## config.mk

```make
export PLATFORM = sky130hd
export DESIGN_NAME = acs_monitor
export DESIGN_NICKNAME = d
export VERILOG_FILES = /design/src/acs_pkg.sv /design/src/acs_chan_mem.sv /design/src/acs_monitor.sv
export VERILOG_INCLUDE_DIRS = /design/src
export SDC_FILE = /design/constraint.sdc
export NUM_CORES = 2
export LEC_CHECK = 0
export CAP_MARGIN = 20
export CORE_MARGIN = 3
export CORE_UTILIZATION = 50
export DETAILED_ROUTE_END_ITERATION = 16
export DONT_BUFFER_PORTS = 1
export PLACE_DENSITY = 0.69
export SYNTH_ARGS = -nofsm -noshare
export SYNTH_HDL_FRONTEND = slang
export SYNTH_SLANG_ARGS = --single-unit
```

## constraint.sdc

```tcl
create_clock -name clk_i -period 14.05 [get_ports clk_i]
set_input_delay 0.7025 -clock clk_i [delete_from_list [all_inputs] [get_ports clk_i]]
set_output_delay 0.7025 -clock clk_i [all_outputs]
set_load 0.05 [all_outputs]
```

## src/acs_consts.svh

```systemverilog
`ifndef ACS_CONSTS_SVH
`define ACS_CONSTS_SVH
// clock rates, converter clock derived by division
`define ACS_SYS_MHZ 100
`define ACS_CONV_MHZ 20
`define ACS_DIV_RST ((`ACS_SYS_MHZ / `ACS_CONV_MHZ) - 1)
// conversion length in converter clocks
`define ACS_CONV_CYCLES 14
`define ACS_CONV_LAST 4'(`ACS_CONV_CYCLES - 1)
// filter coefficient scale is 1/4096
`define ACS_ALPHA_SHIFT 12
`define ACS_ALPHA_BYPASS 8'hff
`define ACS_ALPHA_HOLD 8'h00
`define ACS_ALPHA_RST 8'hff
`define ACS_UPPER_RST 16'hffc0
`define ACS_LOWER_RST 16'h0000
`define ACS_SLOTSEL_RST 8'he4
`define ACS_SLOTS_ALL 2'h0
`define ACS_PAD 6'h00
// register map: region in adr[7:6], word in adr[5:2]
`define ACS_RGN_MISC 2'h0
`define ACS_RGN_ALPHA 2'h1
`define ACS_RGN_LIMIT 2'h2
`define ACS_RGN_RESULT 2'h3
`define ACS_OFF_CTRL 8'h00
`define ACS_OFF_SLOTS 8'h04
`define ACS_OFF_FLAGS 8'h08
`define ACS_OFF_FCLR 8'h0c
// flag vector bit positions
`define ACS_FLG_HI0 0
`define ACS_FLG_LO0 4
`define ACS_FLG_HI1 8
`define ACS_FLG_LO1 12
`define ACS_FLG_OR2 16
// debug selector codes
`define ACS_DBG_CLK0 4'h5
`define ACS_DBG_CLK1 4'h6
`define ACS_DBG_CLK2 4'h7
`define ACS_DBG_BUSY0 4'h8
`define ACS_DBG_BUSY1 4'h9
`define ACS_DBG_BUSY2 4'ha
`endif

```

## src/acs_pkg.sv

```systemverilog
package acs_pkg;
	// control word layout, top field is bit 31
	typedef struct packed {
		logic [5:0] rsv_hi;       // reads zero
		logic [2:0] conv_en;      // converter run enables
		logic [7:0] clk_div;      // converter clock period minus one
		logic [3:0] dbg_sel;      // debug signal selector
		logic grid_ref;           // grid input reference select
		logic [1:0] grid_filt;    // grid input analog filter select
		logic [1:0][1:0] slots;   // slot count, [1] converter one
		logic [2:0] rsv_lo;       // reads zero
		logic rd_req;             // result read request
	} acs_ctrl_t;
	typedef struct packed {
		logic cyc;
		logic stb;
		logic we;
		logic [7:0] adr;
		logic [3:0] sel;
		logic [31:0] dat;
	} acs_wb_req_t;
	typedef struct packed {
		logic ack;
		logic [31:0] dat;
	} acs_wb_rsp_t;
	// toward the analog cores
	typedef struct packed {
		logic [2:0] busy;
		logic conv_clk;
		logic [1:0] sel0;
		logic [1:0] sel1;
		logic [1:0] grid_filt;
		logic grid_ref;
	} acs_core_out_t;
	// from the analog cores
	typedef struct packed {
		logic [2:0][9:0] data;
		logic [2:0] chan2;
	} acs_core_in_t;
	typedef enum logic [1:0] {F_IDLE, F_READ, F_WRITE} acs_fstage_t;
	typedef struct packed {
		acs_ctrl_t ctrl;
		logic [1:0][7:0] slotsel;
		logic [15:0][7:0] alpha;
		logic [15:0][15:0] upper;
		logic [15:0][15:0] lower;
		logic [23:0] flags;
		logic [7:0] divcnt;
		logic [2:0] busy;
		logic [2:0][3:0] cnt;
		logic [1:0][1:0] slot;
		logic [2:0] pend;
		logic [2:0][9:0] val;
		logic [2:0][3:0] ch;
		acs_fstage_t fst;
		logic [3:0] fch;
		logic [9:0] fval;
		logic bph;
		acs_wb_rsp_t rsp;
		acs_core_out_t core;
		logic dbg;
		logic [23:0] events;
	} acs_main_t;
	typedef struct packed {
		logic [15:0][23:0] mem;
		logic [23:0] ra;
		logic [23:0] rb;
	} acs_mem_t;
endpackage

```

## src/acs_chan_mem.sv

```systemverilog
`timescale 1ns/1ps
// ----------------------------------------
// filter state store, one word per channel
// ----------------------------------------
module acs_chan_mem (
	input wire logic clk_i,
	input wire logic rst_i,
	input wire logic we_i,
	input wire logic [3:0] waddr_i,
	input wire logic [23:0] wdata_i,
	input wire logic [3:0] raddr_a_i,
	output logic [23:0] rdata_a_o,
	input wire logic [3:0] raddr_b_i,
	output logic [23:0] rdata_b_o
);
	import acs_pkg::*;
	acs_mem_t st; // words and both read registers
	acs_mem_t next_st; // next value

	// two registered read ports, one write port
	always_comb begin
		next_st = st;
		if (rst_i) begin
			next_st = '0; // results read zero until first sample
		end else begin
			next_st.ra = st.mem[raddr_a_i];
			next_st.rb = st.mem[raddr_b_i];
			if (we_i) begin
				next_st.mem[waddr_i] = wdata_i;
			end
		end
	end

	always_ff @(posedge clk_i) begin
		st <= next_st;
	end

	assign rdata_a_o = st.ra;
	assign rdata_b_o = st.rb;
endmodule

```

## src/acs_monitor.sv

```systemverilog
// The implementer's own choices: the Wishbone interface to the registers and the register addresses.
`timescale 1ns/1ps
`include "acs_consts.svh"
module acs_monitor (
	input wire logic clk_i,
	input wire logic rst_i,
	input acs_pkg::acs_wb_req_t wb_req_i,
	output acs_pkg::acs_wb_rsp_t wb_rsp_o,
	input acs_pkg::acs_core_in_t core_i,
	output acs_pkg::acs_core_out_t core_o,
	output logic dbg_o,
	output logic [23:0] events_o
);
	import acs_pkg::*;

	// ----------------------------------------
	// helpers
	// ----------------------------------------
	// input picked by the selector of a slot
	function automatic logic [1:0] slot_input(input logic [7:0] sel, input logic [1:0] slot);
		return sel[slot*2 +: 2];
	endfunction

	// round-robin step; count 00 means four slots
	function automatic logic [1:0] slot_step(input logic [1:0] slot, input logic [1:0] count);
		logic [2:0] n;
		n = (count == `ACS_SLOTS_ALL) ? 3'h4 : {1'b0, count};
		return (({1'b0, slot} + 3'h1) >= n) ? 2'h0 : 2'(slot + 2'h1);
	endfunction

	// byte-lane merge of a write into an old word
	function automatic logic [31:0] byte_merge(input logic [31:0] old, input logic [31:0] wdat,
		input logic [3:0] sel);
		logic [31:0] r;
		r = old;
		for (int b = 0; b < 4; b++) begin
			if (sel[b]) begin
				r[b*8 +: 8] = wdat[b*8 +: 8];
			end
		end
		return r;
	endfunction

	// ----------------------------------------
	// state and working signals
	// ----------------------------------------
	acs_main_t st; // all registered state
	acs_main_t next_st; // next value
	logic tick; // converter clock enable
	logic [23:0] mem_ra; // filter state of channel in work
	logic [23:0] mem_rb; // filter state for bus read
	logic mem_we; // filter state write
	logic [15:0] s16; // unfiltered result, left aligned
	logic [23:0] x24; // same with fraction byte
	logic signed [24:0] diff; // input minus filter state
	logic signed [33:0] prod; // diff times alpha
	logic [23:0] filt; // new filter state
	logic hi; // above upper limit
	logic lo; // below lower limit
	logic [23:0] flag_set; // flags raised this cycle
	logic [2:0] done; // conversion finished this cycle
	logic [1:0] pick; // converter served by the filter
	logic [3:0] ai; // channel index of bus word
	logic [31:0] rdat; // bus read value
	logic [31:0] wd; // merged bus write value
	logic bus_go; // bus access completes this cycle
	logic fclr_wr; // flag clear write completes
	logic ctrl_wr; // control write completes

	// filter state store, shared by filter and bus
	acs_chan_mem u_mem (
		.clk_i(clk_i),
		.rst_i(rst_i),
		.we_i(mem_we),
		.waddr_i(st.fch),
		.wdata_i(filt),
		.raddr_a_i(st.fch),
		.rdata_a_o(mem_ra),
		.raddr_b_i(wb_req_i.adr[5:2]),
		.rdata_b_o(mem_rb)
	);

	// ----------------------------------------
	// next state
	// ----------------------------------------
	always_comb begin
		next_st = st;
		done = '0;
		flag_set = '0;
		pick = 2'h0;
		tick = (st.divcnt == 8'h00);
		mem_we = (st.fst == F_WRITE);
		// filter datapath: y += alpha * (x - y) / 4096
		s16 = {st.fval, `ACS_PAD};
		x24 = {s16, 8'h00};
		diff = $signed({1'b0, x24}) - $signed({1'b0, mem_ra});
		prod = diff * $signed({1'b0, st.alpha[st.fch]});
		if (st.alpha[st.fch] == `ACS_ALPHA_BYPASS) begin
			filt = x24;
		end else begin
			filt = 24'(mem_ra + 24'(prod >>> `ACS_ALPHA_SHIFT)); // alpha 0 adds nothing
		end
		// comparators see the raw sample, not the filter
		hi = (s16 > st.upper[st.fch]);
		lo = (s16 < st.lower[st.fch]);
		if (st.fst == F_WRITE) begin
			case (st.fch[3:2])
				2'h0: begin
					flag_set[`ACS_FLG_HI0 + st.fch[1:0]] = hi;
					flag_set[`ACS_FLG_LO0 + st.fch[1:0]] = lo;
				end
				2'h1: begin
					flag_set[`ACS_FLG_HI1 + st.fch[1:0]] = hi;
					flag_set[`ACS_FLG_LO1 + st.fch[1:0]] = lo;
				end
				default: begin
					flag_set[`ACS_FLG_OR2 + st.fch[2:0]] = hi | lo;
				end
			endcase
		end
		// lowest pending converter wins the filter
		for (int k = 2; k >= 0; k--) begin
			if (st.pend[k]) begin
				pick = 2'(k);
			end
		end
		// bus decode
		ai = wb_req_i.adr[5:2];
		case (wb_req_i.adr[7:6])
			`ACS_RGN_MISC: begin
				case (wb_req_i.adr)
					`ACS_OFF_CTRL: rdat = st.ctrl;
					`ACS_OFF_SLOTS: rdat = {16'h0000, st.slotsel};
					`ACS_OFF_FLAGS: rdat = {8'h00, st.flags};
					default: rdat = 32'h0000_0000; // clear word and holes read zero
				endcase
			end
			`ACS_RGN_ALPHA: rdat = {24'h00_0000, st.alpha[ai]};
			`ACS_RGN_LIMIT: rdat = {st.upper[ai], st.lower[ai]};
			default: rdat = {16'h0000, mem_rb[23:8]};
		endcase
		wd = byte_merge(rdat, wb_req_i.dat, wb_req_i.sel);
		bus_go = st.bph;
		fclr_wr = bus_go && wb_req_i.we && (wb_req_i.adr == `ACS_OFF_FCLR);
		ctrl_wr = bus_go && wb_req_i.we && (wb_req_i.adr == `ACS_OFF_CTRL);

		if (rst_i) begin
			next_st = '0;
			next_st.ctrl.clk_div = 8'(`ACS_DIV_RST);
			next_st.divcnt = 8'(`ACS_DIV_RST);
			next_st.slotsel = {2{`ACS_SLOTSEL_RST}}; // slot n picks input n
			next_st.alpha = {16{`ACS_ALPHA_RST}};
			next_st.upper = {16{`ACS_UPPER_RST}};
			next_st.lower = {16{`ACS_LOWER_RST}};
			next_st.fst = F_IDLE;
			next_st.core.sel1 = 2'h0; // grid filter, count fields and slots start at 00
		end else begin
			// converter clock divider, period clk_div+1
			next_st.divcnt = tick ? st.ctrl.clk_div : 8'(st.divcnt - 8'h01);

			// filter pipeline: pick, read state, write state
			case (st.fst)
				F_IDLE: begin
					if (|st.pend) begin
						next_st.fst = F_READ;
						next_st.fch = st.ch[pick];
						next_st.fval = st.val[pick];
						next_st.pend[pick] = 1'b0;
					end
				end
				F_READ: begin
					next_st.fst = F_WRITE; // state word arrives next cycle
				end
				F_WRITE: begin
					next_st.fst = F_IDLE;
					next_st.ctrl.rd_req = 1'b0; // data ready
				end
				default: begin
					next_st.fst = F_IDLE;
				end
			endcase

			// conversion engines, back to back while enabled
			for (int k = 0; k < 3; k++) begin
				if (!st.ctrl.conv_en[k]) begin
					next_st.busy[k] = 1'b0;
					next_st.cnt[k] = 4'h0;
				end else if (tick) begin
					if (!st.busy[k]) begin
						next_st.busy[k] = 1'b1;
						next_st.cnt[k] = 4'h0;
					end else if (st.cnt[k] == `ACS_CONV_LAST) begin
						done[k] = 1'b1;
						next_st.cnt[k] = 4'h0;
						next_st.pend[k] = 1'b1; // set after the pick, so it is never lost
						next_st.val[k] = core_i.data[k];
						case (k)
							0: next_st.ch[k] = {2'h0, slot_input(st.slotsel[0], st.slot[0])};
							1: next_st.ch[k] = {2'h1, slot_input(st.slotsel[1], st.slot[1])};
							default: next_st.ch[k] = {1'h1, core_i.chan2};
						endcase
					end else begin
						next_st.cnt[k] = 4'(st.cnt[k] + 4'h1);
					end
				end
			end
			// slot sequencing; n slots each get 1/n of the rate
			for (int k = 0; k < 2; k++) begin
				if (done[k]) begin
					next_st.slot[k] = slot_step(st.slot[k], st.ctrl.slots[k]);
				end
			end

			// bus slave: take, wait a cycle for memory, answer
			next_st.rsp.ack = 1'b0;
			if (!st.bph && !st.rsp.ack && wb_req_i.cyc && wb_req_i.stb) begin
				next_st.bph = 1'b1;
			end else if (bus_go) begin
				next_st.bph = 1'b0;
				next_st.rsp.ack = 1'b1;
				next_st.rsp.dat = rdat;
				if (wb_req_i.we) begin
					case (wb_req_i.adr[7:6])
						`ACS_RGN_MISC: begin
							case (wb_req_i.adr)
								`ACS_OFF_CTRL: begin
									next_st.ctrl = acs_ctrl_t'(wd); // software set beats clear
									next_st.ctrl.rsv_hi = '0;
									next_st.ctrl.rsv_lo = '0;
								end
								`ACS_OFF_SLOTS: next_st.slotsel = wd[15:0];
								`ACS_OFF_FCLR: next_st.flags = st.flags & ~wd[23:0];
								default: next_st.flags = next_st.flags; // read-only or hole
							endcase
						end
						`ACS_RGN_ALPHA: next_st.alpha[ai] = wd[7:0];
						`ACS_RGN_LIMIT: begin
							next_st.upper[ai] = wd[31:16];
							next_st.lower[ai] = wd[15:0];
						end
						default: next_st.flags = next_st.flags; // results ignore writes
					endcase
				end
			end
			// a breach in the clear cycle still sets the flag
			next_st.flags = next_st.flags | flag_set;

			// registered outputs
			next_st.events = st.flags;
			next_st.core.busy = next_st.busy;
			next_st.core.conv_clk = (st.divcnt > {1'b0, st.ctrl.clk_div[7:1]});
			next_st.core.sel0 = slot_input(next_st.slotsel[0], next_st.slot[0]);
			next_st.core.sel1 = slot_input(next_st.slotsel[1], next_st.slot[1]);
			next_st.core.grid_filt = st.ctrl.grid_filt;
			next_st.core.grid_ref = st.ctrl.grid_ref;
			case (st.ctrl.dbg_sel)
				`ACS_DBG_CLK0, `ACS_DBG_CLK1, `ACS_DBG_CLK2: next_st.dbg = st.core.conv_clk;
				`ACS_DBG_BUSY0: next_st.dbg = st.busy[0];
				`ACS_DBG_BUSY1: next_st.dbg = st.busy[1];
				`ACS_DBG_BUSY2: next_st.dbg = st.busy[2];
				default: next_st.dbg = 1'b0;
			endcase
		end
	end

	// ----------------------------------------
	// state register
	// ----------------------------------------
	always_ff @(posedge clk_i) begin
		st <= next_st;
	end

	assign wb_rsp_o = st.rsp;
	assign core_o = st.core;
	assign dbg_o = st.dbg;
	assign events_o = st.events;
endmodule

```

* Word level (Yosys, flattened, before mapping)
Index checks and enable logic that the tools add are counted.
Word-level totals: register bits 1296, latch bits 0, bits in writable memories 0, bits in read-only memories 0, input port bits 82, output and inout port bits 69, logic and storage cells 334, memories kept 0
Operators by class: add/sub/neg operators 14, multiply operators 1, div/mod/pow operators 0, $lt $le $gt $ge 21, equality and inequality tests 20, shifts and indexed selects 4, muxes and demuxes 113, bitwise operators 13, reduce and logical (&&, ||, !) cells 40
Operator list (count):
- 712-bit 2-to-1 mux | 4
- 256-bit bitwise mux | 2
- 512-bit 2-to-1 mux | 1
- 384-bit bitwise mux | 1
- 16-bit binary-select mux with 4-bit select | 4
- 24-bit binary-select mux with 4-bit select | 2
- 32-bit case mux with 3 select lines | 2
- 24-bit 2-to-1 mux | 7
- 128-bit bitwise mux | 1
- 128-bit 2-to-1 mux | 1
- 16-bit 2-to-1 mux | 7
- 24-bit demux with 4-bit select | 1
- 24-bit bitwise AND | 3
- 8-bit binary-select mux with 4-bit select | 2
- 16-bit demux with 4-bit select | 1
- 8-bit 2-to-1 mux | 8
- 24-bit bitwise mux | 2
- 48-bit 2-to-1 mux | 1
- 24-bit case mux with 2 select lines | 1
- 25-bit by 9-bit multiplier with 34-bit output | 1
- 33-bit 2-to-1 mux | 1
- 8-bit demux with 4-bit select | 1
- 32-bit 2-to-1 mux | 1
- 8-bit by 4-bit indexed part select with 2-bit output | 4
- other kinds (59) | 167

* Logic depth before layout (Yosys ltp)
depth in word-level cells 15, mapped depth 39, mapped depth without buffers 38

* Modules after synthesis
From an unflattened synthesis, not the netlist that was laid out.
Second synthesis, totals: cells, all modules 7897, area, all modules 70996.8 um^2
Modules (own cells, without submodules):
- acs_monitor | instances 1, cells an instance 5309, area an instance 49785.2 um^2, seq. area each 17116.4 um^2
- acs_chan_mem | instances 1, cells an instance 2588, area an instance 21211.6 um^2, seq. area each 8648.3 um^2

* Worst setup path before layout
No wires, ideal clock.
path kind reg-to-reg, start point register st[80] in the netlist's numbering, end point register u_mem.st[211] in the netlist's numbering, setup time 134 ps, data arrival time 8573 ps, data required time 13916 ps, path slack 5343 ps, stages on the path, launching flop included 35, buffers on the path 4, period minus slack after synthesis 8707 ps, cell sequence dfxtp_1 buf_4 buf_6 mux4_2 mux2_2 o21ai_1 clkbuf_1 nor2_1 fa_1 fa_1 inv_1 fa_1 inv_1 fa_1 ha_1 nand4_1 or4_1 or4b_1 a211oi_2 a221oi_4 o21ai_0 a31o_2 a21oi_1 xnor2_1 ha_1 and3_1 nand3_1 a2bb2oi_1 nand2_1 a21boi_0 o21ai_0 xor2_1 mux2i_1 buf_2 a211oi_1
On the way: word-level cells in the longest chain between the ends 6, elaborated cells between the ends (all ways) 12, classes of those cells add/sub (1); mul (1); order compare (2); eq/ne (1); mux (6); reduce/logical (1)
Ends and longest elaborated chain:
- start: declaration | line acs_monitor.sv:47 | acs_main_t st;
- start signal: assignment | line acs_monitor.sv:270 | st <= next_st;
- 8-bit binary-select mux with 4-bit select | line acs_monitor.sv:97, acs_monitor.sv:98
- 8-bit 2-to-1 mux (implied by the code) | line acs_monitor.sv:97, acs_monitor.sv:98
- 25-bit by 9-bit multiplier with 34-bit output | line acs_monitor.sv:97 | prod = diff * $signed({1'b0, st.alpha[st.fch]});
- 24-bit adder | line acs_monitor.sv:101 | filt = 24'(mem_ra + 24'(prod >>> `ACS_ALPHA_SHIFT));
- 24-bit 2-to-1 mux | line acs_monitor.sv:98 | if (st.alpha[st.fch] == `ACS_ALPHA_BYPASS) begin
- 384-bit bitwise mux * | line acs_chan_mem.sv:29 | next_st.mem[waddr_i] = wdata_i;
- end signal: assignment | line acs_chan_mem.sv:35 | st <= next_st;
- end: declaration | line acs_chan_mem.sv:17 | acs_mem_t st;
Every way passes the cells marked *; elsewhere a longest branch is shown, timed or not. The select of a mux whose other input is x is not followed. A chain may end at the register's enable or synchronous reset.

* Worst setup path after layout
start point register st[81] in the netlist's numbering, end point register u_mem.st[428] in the netlist's numbering
The elaborated chain is that of the path after synthesis.

==> impl_metrics.csv <==
group,metric,value,unit
sta,rsz0062_at_grt,"false",
sta,finalClockSkew,0.0416,ns
routing,detail_route.iter0.violations,8229,
grt,grt_overflow,0,
cts,clk-insertion-delay-late,0.79,ns
logic_synthesis,synth_cell_type_count,77,
sta,relSlewSlack,1.88,%
pwr,cellLeakagePower,27.3,nW
sta,tightest_slew,1.47,ns
logic_synthesis,syn_area_per_cell,9.48,um2
logic_synthesis,yosysSeqAreaShare,37.0,%
routing,wire_per_inst,27.3,um
routing,drt-pass1-iter-count,7,
cts,cts_tree,"built",
sta,tns,0,ns
setup_path,max_stage_delay,0.85,ns
cts,cts-resized-gates,0,
final_layout,seqCellArea,25600,um2
logic_synthesis,synth_edf_count,0,
floorplan,num_rows,135,
logic_synthesis,syn_area,69200,um2
setup_path,path_delay_family,"adder cells",
logic_synthesis,synth_seq_cells,1279,
pwr,vdd_drop_max,92.9,uV
placement,place_congestion,0.951,
pwr,power_density,109,nW/um2
cts,h-tree-depth,4,
final_layout,final_common_cell,"dfxtp_1",
setup_path,cp_max_fo,43,
setup_path,cp-end-kind,"flip-flop",
grt,grt_pass1_vias,56300,
final_layout,stdcell_count,8783,
routing,num_vias,59300,
cts,cts.sinks,1279,
setup_path,crit_buf_inv,4,
setup_path,crit_type,"flip-flop to flip-flop",
cts,cts_root_buffer,"clkbuf_16",
logic_synthesis,synth_ff_type,"dfxtp_1",
floorplan,die-height,378,um
logic_synthesis,syn_nets,7685,
floorplan,die_width,378,um
sta,period_minus_slack,10.76,ns
sta,slew_viol_final,0,
placement,dp_hpwl,150000,um
pwr,totalPowerFinal,8.14,mW
setup_path,crit_slowest_cell,"dfxtp_4",
setup_path,startpoint_type,"flip-flop",
routing,vias_per_cell,6.75,
grt,grt_pass1_wl,355000,um
floorplan,initial_utilization,50.7,%
final_layout,final_nets,7271,
routing,ant_nets,0,
final_layout,drive_above_1_share,14.8,%
final_layout,multi_input_area,39800,um2
placement,port_buffers,0,
logic_synthesis,yosysTopAreaCell,"dfxtp_1",
final_layout,mostFrequentLayoutCells,"dfxtp_1 (1274), nor2_1 (865), nand2_1 (830)",
floorplan,dieArea,143000,um2
logic_synthesis,synthCells,7303,
setup_path,arrival,11.38,ns
logic_synthesis,synth_warnings,0,
cts,cts_max_path_buffers,3,
cts,clk_pin_slew,0.06,ns
final_layout,area_growth,8.03,%
cts,cts_setup_buffers,0,
floorplan,coreArea,136000,um2
worst_hold_path,hp-class,"input pin to flip-flop",
logic_synthesis,synth_top_area_share,37.0,%
final_layout,final_util,54.8,%
run_status,outcome,"finished, final reports clean",
setup_path,crit_path_frequent_cell,"fa_1",
placement,place_inst,8509,
sta,max_freq,92.9,MHz
routing,drc,0,
routing,drt-total-wl,240000,um
sta,timing.final.hold_violations,0,
logic_synthesis,synthTopCellsByArea,"dfxtp_1 (37%), mux4_2 (18%), a21oi_1 (4.9%)",
grt,grt.total_usage,32.8,%
job,drv_cap,0,
grt,antenna_found_initial,12,
floorplan,pin_count,151,
cts,cts_buffers,138,
grt,grt_max_degree,1054,
sta,finalCritPeriodShare,76.6,%
logic_synthesis,async_reset_ff_share,0,%
setup_path,required,14.66,ns
final_layout,fill_cells,11900,
sta,setup_viol,0,
area by class of cell:
type / count / area share (%)
Antenna cell: 6 / 0.0201
Clock buffer: 194 / 5.33
Clock inverter: 53 / 0.929
Inverter: 278 / 1.40
Multi-Input combinational cell: 5034 / 53.2
Sequential cell: 1279 / 34.3
Tap cell: 1781 / 2.98
Timing Repair Buffer: 158 / 1.91
power breakdown:
part	internal, mW	switching (mW)
Combinational	0.208	0.369
Sequential	3.70	0.0763
Clock	2.20	1.59
layer usage:
metal / global-route usage, % / vias up / part of all wire (%)
met5: 0 / - / 0.020
met4: 16.1 / 6 / 5.2
met1: 44.5 / 29300 / 38
met2: 47.6 / 3889 / 43
met3: 10.1 / 699 / 14
li1: - / 25400 / -
synthesized netlist by cell type, types with 8 or more instances:
master	count
a211oi_1	118
a21o_1	31
a21oi_1	676
a221o_1	33
a22oi_1	254
a311oi_1	10
a31oi_1	47
and2_1	49
and3_1	28
buf_1	58
buf_2	66
buf_4	77
clkbuf_1	505
dfxtp_1	1279
fa_1	154
ha_1	146
inv_1	277
mux2_2	16
mux2i_1	70
mux4_2	543
nand2_1	845
nand2b_1	20
nand3_1	70
nand3b_1	9
nand4_1	47
nor2_1	880
nor2b_1	54
nor3_1	177
nor3b_1	13
nor4_1	25
o211ai_1	9
o21a_1	20
o21ai_0	261
o21ai_1	48
o21bai_1	8
o22ai_1	9
o311ai_0	87
o311ai_1	17
o41ai_1	16
o41ai_2	10
or2_2	11
or3_1	26
or4_1	35
xnor2_1	47
xor2_1	42
stage by stage:
step / cell area (um2) / hold WS (ns) / setup slack [ns]
2_1_floorplan: 69200 / 0.397 / 5.34
3_3_place_gp: 69600 / 0.439 / 3.39
3_5_place_dp: 69800 / 0.446 / 3.46
4_1_cts: 74500 / 0.00812 / 3.41
5_1_grt: 74800 / 0.0456 / 2.86
6_report: 74800 / 0.0593 / 3.29
logic make-up (layout without fill, tap and decap cells):
family / Yosys count / after routing / synth area share [%]
AO/OA/AOI/OAI: 1710 / 1710 / 15.5
XOR/XNOR: 90 / 90 / 1.16
adder cells (fa/ha/maj): 300 / 300 / 7.09
buffers and inverters: 990 / 683 / 5.97
flip-flops: 1279 / 1279 / 37.0
multiplexers: 631 / 631 / 19.0
other: 0 / 6 / 0
AND/OR/NAND/NOR: 2303 / 2303 / 14.3
flip-flops by register name (all words and copies together) (netlist names):
signal / cells
wb_rsp_o: 33
bus_go: 1
dbg_o: 1
u_mem.st: 384
events_o: 24
st: 775
core_o: 11
u_mem.rdata_b_o: 16
s16: 10
u_mem.rdata_a_o: 24
timing repair:
action / CTS / global route
endpoints found under the setup margin: 0 / 0
hold endpoints to repair: 1 / 2
hold buffers: 2 / 1
worst paths after layout:
| check | cells past startpoint | to | start | slack (ns) |
|---|---|---|---|---|
| max reg2reg | 28 | u_mem.st[428] | st[81] | 3.29 |
| min reg2reg | 2 | u_mem.st[367] | u_mem.st[367] | 0.45 |
| max | 28 | u_mem.st[428] | st[81] | 3.29 |
| min | 2 | st[109] | core_i[14] | 0.06 |
No activity file was read; power rests on OpenSTA's default activity.
